**src/dtc_pkg.sv**
```systemverilog
// Constants shared by the dual timer/counter block
package dtc_pkg;

    // Register byte addresses
    localparam logic [7:0] ADDR_CONTROL_FLAGS = 8'h88;
    localparam logic [7:0] ADDR_MODE_CONFIG   = 8'h89;
    localparam logic [7:0] ADDR_ZERO_LOWER    = 8'h8a;
    localparam logic [7:0] ADDR_ONE_LOWER     = 8'h8b;
    localparam logic [7:0] ADDR_ZERO_UPPER    = 8'h8c;
    localparam logic [7:0] ADDR_ONE_UPPER     = 8'h8d;
    localparam logic [7:0] ADDR_CLOCK_CONFIG  = 8'h8e;
    localparam logic [7:0] ADDR_PIN_SETTING   = 8'hb5;
    localparam logic [7:0] ADDR_IRQ_STATUS    = 8'hf0;
    localparam logic [7:0] ADDR_IRQ_MASK      = 8'hf1;

    // Mode register layout, per channel stride of four bits
    localparam int CH_STRIDE      = 4;
    localparam int MODE_FIELD_LSB = 0;
    localparam int COUNTER_SEL    = 2;
    localparam int GATE_BIT       = 3;

    // Control flag layout
    localparam int RUN_ZERO_BIT   = 4;
    localparam int OVF_ZERO_BIT   = 5;
    localparam int RUN_ONE_BIT    = 6;
    localparam int OVF_ONE_BIT    = 7;

    // Clock config and pin setting layout
    localparam int CLK_MODE_ZERO  = 3;
    localparam int CLK_MODE_ONE   = 4;
    localparam int TOG_EN_ZERO    = 2;
    localparam int TOG_EN_ONE     = 3;
    localparam logic [7:0] PIN_SETTING_MASK = 8'h8d;

    // Mode field encodings
    localparam logic [1:0] MODE_13BIT  = 2'h0;
    localparam logic [1:0] MODE_16BIT  = 2'h1;
    localparam logic [1:0] MODE_RELOAD = 2'h2;
    localparam logic [1:0] MODE_SPLIT  = 2'h3;

    // Prescaler divides the system clock by twelve
    localparam logic [3:0] PRESC_LAST = 4'hb;
    localparam logic [3:0] PRESC_ZERO = 4'h0;
    localparam logic [3:0] PRESC_STEP = 4'h1;

    localparam logic [7:0]  BYTE_ZERO  = 8'h00;
    localparam logic [7:0]  BYTE_ONE   = 8'h01;
    localparam logic [7:0]  BYTE_FULL  = 8'hff;
    localparam logic [12:0] CNT13_ONE  = 13'h0001;
    localparam logic [15:0] CNT16_ONE  = 16'h0001;

endpackage

```
**src/dtc_timer_core.sv**
```systemverilog
// Two 16-bit timer/counters with overflow toggle outputs and byte registers
// Register map, one byte each
//   0x88 control flags: run and overflow bits
//   0x89 mode: gate, counter select, mode field
//   0x8a/0x8b lower count bytes, 0x8c/0x8d upper
//   0x8e clock config: direct clock per channel
//   0xb5 pin setting: toggle enables, storage bits
//   0xf0 interrupt status, write one to clear
//   0xf1 interrupt mask
//
// Count bytes are not latched as a pair; stop a
// channel before reading both bytes of it.
`timescale 1ns/100ps

module dtc_timer_core
    import dtc_pkg::*;
(
    // Clock, reset, enable
    input  wire logic       mclk,
    input  wire logic       rst,
    input  wire logic       ce,
    // Register port
    input  wire logic [7:0] addr,
    input  wire logic [7:0] wr_data,
    input  wire logic       wr_en,
    input  wire logic       rd_en,
    output logic      [7:0] rd_data,
    // Count pins, two-way
    input  wire logic       chan_zero_count_pin_in,
    output logic            chan_zero_count_pin_out,
    output logic            chan_zero_count_pin_oe,
    input  wire logic       chan_one_count_pin_in,
    output logic            chan_one_count_pin_out,
    output logic            chan_one_count_pin_oe,
    // Gate inputs
    input  wire logic       ext_irq_zero_pin,
    input  wire logic       ext_irq_one_pin,
    // Interrupt service handshake
    input  wire logic       chan_zero_irq_ack,
    input  wire logic       chan_one_irq_ack,
    output logic            chan_zero_overflow_flag,
    output logic            chan_one_overflow_flag,
    output logic            irq
);

    typedef struct packed {
        // Count bytes
        logic [1:0][7:0] count_lower;
        logic [1:0][7:0] count_upper;
        // Configuration
        logic [7:0]      mode_cfg;
        logic [1:0]      run;
        logic [1:0]      ovf;
        logic [1:0]      clk_mode;
        logic [7:0]      pin_setting;
        logic [1:0]      irq_stat;
        logic [1:0]      irq_mask;
        // Event state
        logic [3:0]      presc;
        logic [1:0]      pin_prev;
        logic [1:0]      tog;
        // Bus output
        logic [7:0]      rdata;
        logic            irq;
    } dtc_state_type;

    localparam dtc_state_type STATE_RESET = '{
        count_lower : '0,
        count_upper : '0,
        mode_cfg    : '0,
        run         : '0,
        ovf         : '0,
        clk_mode    : '0,
        pin_setting : '0,
        irq_stat    : '0,
        irq_mask    : '0,
        presc       : '0,
        pin_prev    : '0,
        tog         : 2'h3,
        rdata       : '0,
        irq         : 1'b0
    };

    dtc_state_type s_r;
    dtc_state_type s_nxt;

    logic [1:0] pin_in;
    logic [1:0] gate_pin;
    logic [1:0] ack;
    logic [1:0] tog_en;
    logic [1:0] timer_tick;
    logic [1:0] count_en;
    logic       pre_tick;

    assign pin_in   = {chan_one_count_pin_in, chan_zero_count_pin_in};
    assign gate_pin = {ext_irq_one_pin, ext_irq_zero_pin};
    assign ack      = {chan_one_irq_ack, chan_zero_irq_ack};
    assign tog_en   = {s_r.pin_setting[TOG_EN_ONE], s_r.pin_setting[TOG_EN_ZERO]};
    assign pre_tick = (s_r.presc == PRESC_LAST);

    // Per-channel tick source and gating
    genvar g;
    generate
        for (g = 0; g < 2; g++) begin : g_chan
            logic fall_edge;
            logic src_tick;
            logic gate_ok;
            // Pin counted only on a high sample followed by a low one
            assign fall_edge     = s_r.pin_prev[g] & ~pin_in[g];
            assign timer_tick[g] = s_r.clk_mode[g] | pre_tick;
            assign src_tick      = s_r.mode_cfg[g*CH_STRIDE + COUNTER_SEL] ?
                                   fall_edge : timer_tick[g];
            assign gate_ok       = ~s_r.mode_cfg[g*CH_STRIDE + GATE_BIT] | gate_pin[g];
            assign count_en[g]   = s_r.run[g] & gate_ok & src_tick;
        end
    endgenerate

    always_comb begin
        logic [1:0]  cnt_wr;
        logic [1:0]  ovf_ev;
        logic [1:0]  flag_set;
        logic        ovf_split;
        logic        split_zero;
        logic [1:0]  mode;
        logic [12:0] v13;
        logic [15:0] v16;
        logic [7:0]  timer_control_flags_rd;
        s_nxt      = s_r;
        cnt_wr     = '0;
        ovf_ev     = '0;
        flag_set   = '0;
        ovf_split  = 1'b0;
        mode       = '0;
        v13        = '0;
        v16        = '0;
        timer_control_flags_rd    = '0;
        split_zero = (s_r.mode_cfg[MODE_FIELD_LSB +: 2] == MODE_SPLIT);

        s_nxt.pin_prev = pin_in;
        // Prescaler runs free, so the first divided tick lands anywhere in twelve
        if (pre_tick) begin
            s_nxt.presc = PRESC_ZERO;
        end else begin
            s_nxt.presc = s_r.presc + PRESC_STEP;
        end

        // A byte write to a channel suppresses that channel's increment
        cnt_wr[0] = wr_en && (addr == ADDR_ZERO_LOWER || addr == ADDR_ZERO_UPPER);
        cnt_wr[1] = wr_en && (addr == ADDR_ONE_LOWER || addr == ADDR_ONE_UPPER);

        // Increment is skipped in a cycle that writes the same channel
        for (int i = 0; i < 2; i++) begin
            mode = s_r.mode_cfg[i*CH_STRIDE + MODE_FIELD_LSB +: 2];
            if (count_en[i] && !cnt_wr[i]) begin
                case (mode)
                    MODE_13BIT: begin
                        v13 = {s_r.count_upper[i], s_r.count_lower[i][4:0]};
                        ovf_ev[i] = &v13;
                        v13 = v13 + CNT13_ONE;
                        s_nxt.count_lower[i][4:0] = v13[4:0];
                        s_nxt.count_upper[i]      = v13[12:5];
                    end
                    MODE_16BIT: begin
                        v16 = {s_r.count_upper[i], s_r.count_lower[i]};
                        ovf_ev[i] = &v16;
                        v16 = v16 + CNT16_ONE;
                        s_nxt.count_lower[i] = v16[7:0];
                        s_nxt.count_upper[i] = v16[15:8];
                    end
                    MODE_RELOAD: begin
                        if (s_r.count_lower[i] == BYTE_FULL) begin
                            ovf_ev[i] = 1'b1;
                            s_nxt.count_lower[i] = s_r.count_upper[i];
                        end else begin
                            s_nxt.count_lower[i] = s_r.count_lower[i] + BYTE_ONE;
                        end
                    end
                    MODE_SPLIT: begin
                        // Channel one stands still in this mode
                        if (i == 0) begin
                            ovf_ev[i] = (s_r.count_lower[i] == BYTE_FULL);
                            s_nxt.count_lower[i] = s_r.count_lower[i] + BYTE_ONE;
                        end
                    end
                    default: begin
                        s_nxt.count_lower[i] = s_r.count_lower[i];
                    end
                endcase
            end
        end

        // Split mode: upper byte of channel zero runs on channel one's run bit
        if (split_zero && s_r.run[1] && timer_tick[0] && !cnt_wr[0]) begin
            ovf_split = (s_r.count_upper[0] == BYTE_FULL);
            s_nxt.count_upper[0] = s_r.count_upper[0] + BYTE_ONE;
        end

        // Split-mode upper byte reports as channel one
        flag_set[0] = ovf_ev[0];
        flag_set[1] = (ovf_ev[1] && !split_zero) || ovf_split;

        // Software byte writes override any increment
        if (wr_en) begin
            case (addr)
                ADDR_ZERO_LOWER: begin
                    s_nxt.count_lower[0] = wr_data;
                end
                ADDR_ZERO_UPPER: begin
                    s_nxt.count_upper[0] = wr_data;
                end
                ADDR_ONE_LOWER: begin
                    s_nxt.count_lower[1] = wr_data;
                end
                ADDR_ONE_UPPER: begin
                    s_nxt.count_upper[1] = wr_data;
                end
                ADDR_MODE_CONFIG: begin
                    s_nxt.mode_cfg = wr_data;
                end
                ADDR_CLOCK_CONFIG: begin
                    s_nxt.clk_mode = {wr_data[CLK_MODE_ONE], wr_data[CLK_MODE_ZERO]};
                end
                ADDR_PIN_SETTING: begin
                    s_nxt.pin_setting = wr_data & PIN_SETTING_MASK;
                end
                ADDR_CONTROL_FLAGS: begin
                    s_nxt.run = {wr_data[RUN_ONE_BIT], wr_data[RUN_ZERO_BIT]};
                    s_nxt.ovf = {wr_data[OVF_ONE_BIT], wr_data[OVF_ZERO_BIT]};
                end
                ADDR_IRQ_STATUS: begin
                    // Write one to clear; a same-cycle event still wins below
                    s_nxt.irq_stat = s_r.irq_stat & ~wr_data[1:0];
                end
                ADDR_IRQ_MASK: begin
                    s_nxt.irq_mask = wr_data[1:0];
                end
                default: begin
                    s_nxt.irq_mask = s_r.irq_mask;
                end
            endcase
        end

        // Service clears the flag, but a coinciding overflow still wins
        s_nxt.ovf      = (s_nxt.ovf & ~ack) | flag_set;
        s_nxt.irq_stat = s_nxt.irq_stat | flag_set;

        // Toggle register rests at one whenever toggling is disabled
        for (int i = 0; i < 2; i++) begin
            if (!tog_en[i]) begin
                s_nxt.tog[i] = 1'b1;
            end else if (flag_set[i]) begin
                s_nxt.tog[i] = ~s_r.tog[i];
            end
        end

        s_nxt.irq = |(s_nxt.irq_stat & s_nxt.irq_mask);

        // Read data stand for the single cycle after the strobe
        // Control flag byte carries only run and overflow bits
        timer_control_flags_rd = BYTE_ZERO;
        timer_control_flags_rd[OVF_ONE_BIT]  = s_r.ovf[1];
        timer_control_flags_rd[RUN_ONE_BIT]  = s_r.run[1];
        timer_control_flags_rd[OVF_ZERO_BIT] = s_r.ovf[0];
        timer_control_flags_rd[RUN_ZERO_BIT] = s_r.run[0];
        s_nxt.rdata = BYTE_ZERO;
        if (rd_en) begin
            case (addr)
                ADDR_CONTROL_FLAGS: begin
                    s_nxt.rdata = timer_control_flags_rd;
                end
                ADDR_MODE_CONFIG: begin
                    s_nxt.rdata = s_r.mode_cfg;
                end
                ADDR_ZERO_LOWER: begin
                    s_nxt.rdata = s_r.count_lower[0];
                end
                ADDR_ONE_LOWER: begin
                    s_nxt.rdata = s_r.count_lower[1];
                end
                ADDR_ZERO_UPPER: begin
                    s_nxt.rdata = s_r.count_upper[0];
                end
                ADDR_ONE_UPPER: begin
                    s_nxt.rdata = s_r.count_upper[1];
                end
                ADDR_CLOCK_CONFIG: begin
                    s_nxt.rdata[CLK_MODE_ONE]  = s_r.clk_mode[1];
                    s_nxt.rdata[CLK_MODE_ZERO] = s_r.clk_mode[0];
                end
                ADDR_PIN_SETTING: begin
                    s_nxt.rdata = s_r.pin_setting;
                end
                ADDR_IRQ_STATUS: begin
                    s_nxt.rdata = {6'h00, s_r.irq_stat};
                end
                ADDR_IRQ_MASK: begin
                    s_nxt.rdata = {6'h00, s_r.irq_mask};
                end
                default: begin
                    s_nxt.rdata = BYTE_ZERO;
                end
            endcase
        end
    end

    always_ff @(posedge mclk) begin
        if (rst) begin
            s_r <= STATE_RESET;
        end else if (ce) begin
            s_r <= s_nxt;
        end
    end

    // Toggle output shares the count pin; enable comes from the setting flop
    assign chan_zero_count_pin_out = s_r.tog[0];
    assign chan_zero_count_pin_oe  = s_r.pin_setting[TOG_EN_ZERO];
    assign chan_one_count_pin_out  = s_r.tog[1];
    assign chan_one_count_pin_oe   = s_r.pin_setting[TOG_EN_ONE];

    // Flags, interrupt and read data straight from the state register
    assign chan_zero_overflow_flag = s_r.ovf[0];
    assign chan_one_overflow_flag  = s_r.ovf[1];
    assign irq                     = s_r.irq;
    assign rd_data                 = s_r.rdata;

endmodule

```
**config.mk**
```make
export PLATFORM = sky130hd
export DESIGN_NAME = dtc_timer_core
export DESIGN_NICKNAME = d
export VERILOG_FILES = /design/src/dtc_pkg.sv /design/src/dtc_timer_core.sv
export SDC_FILE = /design/constraint.sdc
export NUM_CORES = 1
export LEC_CHECK = 0
export BUFFER_PORTS_ARGS = -buffer_cell sky130_fd_sc_hd__buf_2
export CAP_MARGIN = 20
export CORE_ASPECT_RATIO = 1.5
export CORE_MARGIN = 10
export CORE_UTILIZATION = 40
export CTS_BUF_LIST = sky130_fd_sc_hd__clkbuf_4
export CTS_CLUSTER_SIZE = 14
export DETAILED_ROUTE_END_ITERATION = 8
export GPL_ROUTABILITY_DRIVEN = 1
export PLACE_DENSITY = 0.64
export SLEW_MARGIN = 25
export SYNTH_ARGS = -nofsm -noshare
export SYNTH_HDL_FRONTEND = slang
export SYNTH_SLANG_ARGS = --single-unit
```
**constraint.sdc**
```tcl
create_clock -name mclk -period 3 [get_ports mclk]
set_input_delay 0.3 -clock mclk [delete_from_list [all_inputs] [get_ports mclk]]
set_output_delay 0.3 -clock mclk [all_outputs]
set_load 0.005 [all_outputs]
```
==> flow_summary.ini <==
[clock_network]
cts_sinks = 71
clk_pin_slew_ns = 0.15
ctsHtreeMaxLevel = 3
cts_resized = 0
cts_made_buffers = 9
clock_latency_ns = 0.46
cts_tree = done
hold_buffers = 0
cts_root_buf = clkbuf_4
clock_path_buffers = 2
postCtsSetupBuffers = 0

[layout]
layout.nets = 750
drive_gt1_frac = 0.150
syn_to_final_growth_pct = 7.74
final_common_cell = nor2_1
layout_common_cells = 88 x nor2_1, 71 x dfxtp_1, 55 x nand2_1, 41 x buf_2, 36 x nand3_1
fin_util = 0.441
fillers = 1376

[run_status]
status = finished, final reports clean

[die]
die_area_mm2 = 0.0184
die_h_um = 161
start_util = 0.410
core_region_area_mm2 = 0.0130
die_w_um = 114
rows = 51
io_pins = 42

[sta]
slew_headroom = 0.497
postLayoutSetupSlackWorst_ns = 0.394
final-hold-violation-count = 0
finalSetupViolations = 0
finalClockSkew_ns = 0.0220
rsz0062_at_grt = false
tightest_slew_ns = 0.748
period_share = 0.869
finalWorstPathRequiredPeriod_ns = 2.61
finalSetupTns_ns = 0
maxSlewViolCount = 0
clock.fmax_mhz = 384

[global_routing]
grt_antenna_before_repair = 1
grt_pass1_vias = 5586
grt_pass1_wl_um = 31900
grt_max_degree = 61
track_usage = 0.219
grt.overflow.total = 0

[power_and_ir_drop]
comb_power_share = 0.124
clkPwrFrac = 0.340
p_sw_uw = 625
powerDensity_mw_per_mm2 = 321
p_int_mw = 1.22
seqPwrFrac = 0.536
max-vdd-ir-drop_uv = 187
p_leak_nw = 1.94
switching_share = 0.339

[setup_path]
crit_required_ns = 3.40
arrival_ns = 3.00
crit_type = flop to flop
cp-end-kind = flop
r2r-start = s_r[59]
rr_endpoint = irq
crit_end = irq
cp_slowest_stage_delay_ns = 0.47
critPathMaxFanout = 7
crit_path_start = s_r[59]
start_kind = flop
reg2reg_depth = 10
cp_slowest_cell = dfxtp_1
reg2reg_slack_ns = 0.39
path_cells = ha_1 > nand3_1 > inv_1 > ha_1 > or3b_2 > o31ai_1 > a22o_1 > nand3_1 > a31oi_1 > o2bb2ai_1

[route]
viasPerCell = 6.61
dr.pass1.iters = 5
vias = 5800
routedWlPerCell_um = 23.6
drt_iter0_markers = 661
drc = 0
wl_um = 20700
ant_nets = 0

[worst_hold_path]
hold_path.class = input pin to flop

[place]
pre_cts_ws_ns = 0.321
port-buffer-count = 41
hpwl_um = 15200
gp_congestion = 1.00

[synthesis]
ys_seq_elements = 71
synth-edff-count = 0
netlist_area_mm2 = 0.00533
synth-main-ff-cell = dfxtp_1
synth_area_per_cell_um2 = 7.64
ys_seq_area_frac = 0.267
synth_warnings = 0
ys_async_sr_fraction = 0
syn_inst = 698
syn_nets = 735
ys_types = 81

[job]
drv_cap = 0
==> power by group through the flow <==
stage                     clock (mW)  combinational [mW]  sequential (mW)
after floorplan                    0               0.139            0.993
after global placement             0               0.221             1.01
after detailed placement           0               0.223             1.01
after CTS                      0.639               0.224            0.986
after global routing           0.688               0.243            0.990
final                          0.627               0.229            0.987
==> kinds of logic (layout without fill, tap and decap cells) <==
| group | Yosys count | count (layout) | synth area share |
|---|---|---|---|
| buffers and inverters | 79 | 99 | 0.0659 |
| AOI/OAI and AO/OA | 216 | 216 | 0.290 |
| adders and majority gates | 10 | 10 | 0.0235 |
| xor gates and xnor gates | 4 | 4 | 0.00657 |
| DFF | 71 | 71 | 0.267 |
| muxes | 41 | 41 | 0.0789 |
| and+or+nand+nor | 277 | 277 | 0.268 |
| other | 0 | 1 | 0 |
==> cells in the mapped netlist, types with 5 or more instances <==
cell type | number | area [um2]
a211oi_1 | 5 | 37.5
a21oi_1 | 34 | 170
a221oi_1 | 11 | 96.3
a22oi_1 | 13 | 97.6
a311oi_1 | 8 | 70.1
a31oi_1 | 13 | 81.3
a32oi_1 | 9 | 78.8
and2_1 | 6 | 37.5
and3_1 | 6 | 37.5
and4_1 | 11 | 96.3
buf_2 | 8 | 40.0
buf_4 | 8 | 60.1
clkbuf_1 | 37 | 139
dfxtp_1 | 71 | 1420
ha_1 | 10 | 125
inv_1 | 19 | 71.3
mux2_2 | 8 | 90.1
mux2i_1 | 33 | 330
nand2_1 | 55 | 206
nand2b_1 | 8 | 50.1
nand3_1 | 36 | 180
nand4_1 | 7 | 43.8
nor2_1 | 88 | 330
nor2b_1 | 5 | 31.3
nor3_1 | 18 | 90.1
nor4_1 | 6 | 37.5
o211ai_1 | 9 | 67.6
o21a_1 | 5 | 37.5
o21ai_0 | 34 | 170
o22ai_1 | 9 | 56.3
o2bb2ai_1 | 6 | 52.6
o31ai_1 | 7 | 52.6
or3_1 | 5 | 31.3
==> area by class of cell <==
class	count	area, um2	area share
Clock inverter	7	61.3	0.0107
Multi-Input combinational cell	548	3560	0.619
Timing Repair Buffer	60	348	0.0606
Inverter	23	86.3	0.0150
Sequential cell	71	1420	0.247
Tap cell	159	199	0.0346
Antenna cell	1	2.50	0.000436
Clock buffer	9	67.6	0.0118
==> flip-flops by register name (all words and copies together), names as in the netlist <==
| register | count |
|---|---|
| chan_one_count_pin_out | 1 |
| irq | 1 |
| chan_zero_count_pin_oe | 1 |
| s_r | 56 |
| chan_zero_overflow_flag | 1 |
| chan_one_overflow_flag | 1 |
| chan_one_count_pin_oe | 1 |
| chan_zero_count_pin_out | 1 |
| rd_data | 8 |
==> worst max-delay path: cells and delay by family (launching register included) <==
kind,cells,cell delay [ns]
and+or+nand+nor,3,0.78
AOI/OAI and AO/OA,4,0.71
DFF,1,0.47
adders and majority gates,2,0.40
buffers and inverters,1,0.20
==> metal layers <==
layer	track usage	part of all wire
met3	0.0386	0.061
met4	0.130	0.060
met2	0.363	0.49
met1	0.255	0.39
met5	0	0
==> worst min path at each step <==
stage,start,end,cells past startpoint
3_3_place_gp,rd_data[1],rd_data[1],2
4_1_cts,chan_zero_count_pin_in,s_r[11],3
6_report,chan_zero_count_pin_in,s_r[11],3
2_1_floorplan,wr_data[3],s_r[54],2
3_5_place_dp,s_r[19],s_r[19],1
5_1_grt,chan_one_count_pin_in,s_r[12],3
==> through the flow <==
stage	hold slack, ns	area, um2	power [mW]	std cells
after floorplan	0.409	5330	1.13	698
after global placement	0.455	5610	1.23	861
final	0.106	5740	1.84	878
after global routing	0.0991	5740	1.92	878
after detailed placement	0.474	5610	1.23	861
after CTS	0.0907	5740	1.85	877
Note: power is estimated with default switching activity, not from simulation.
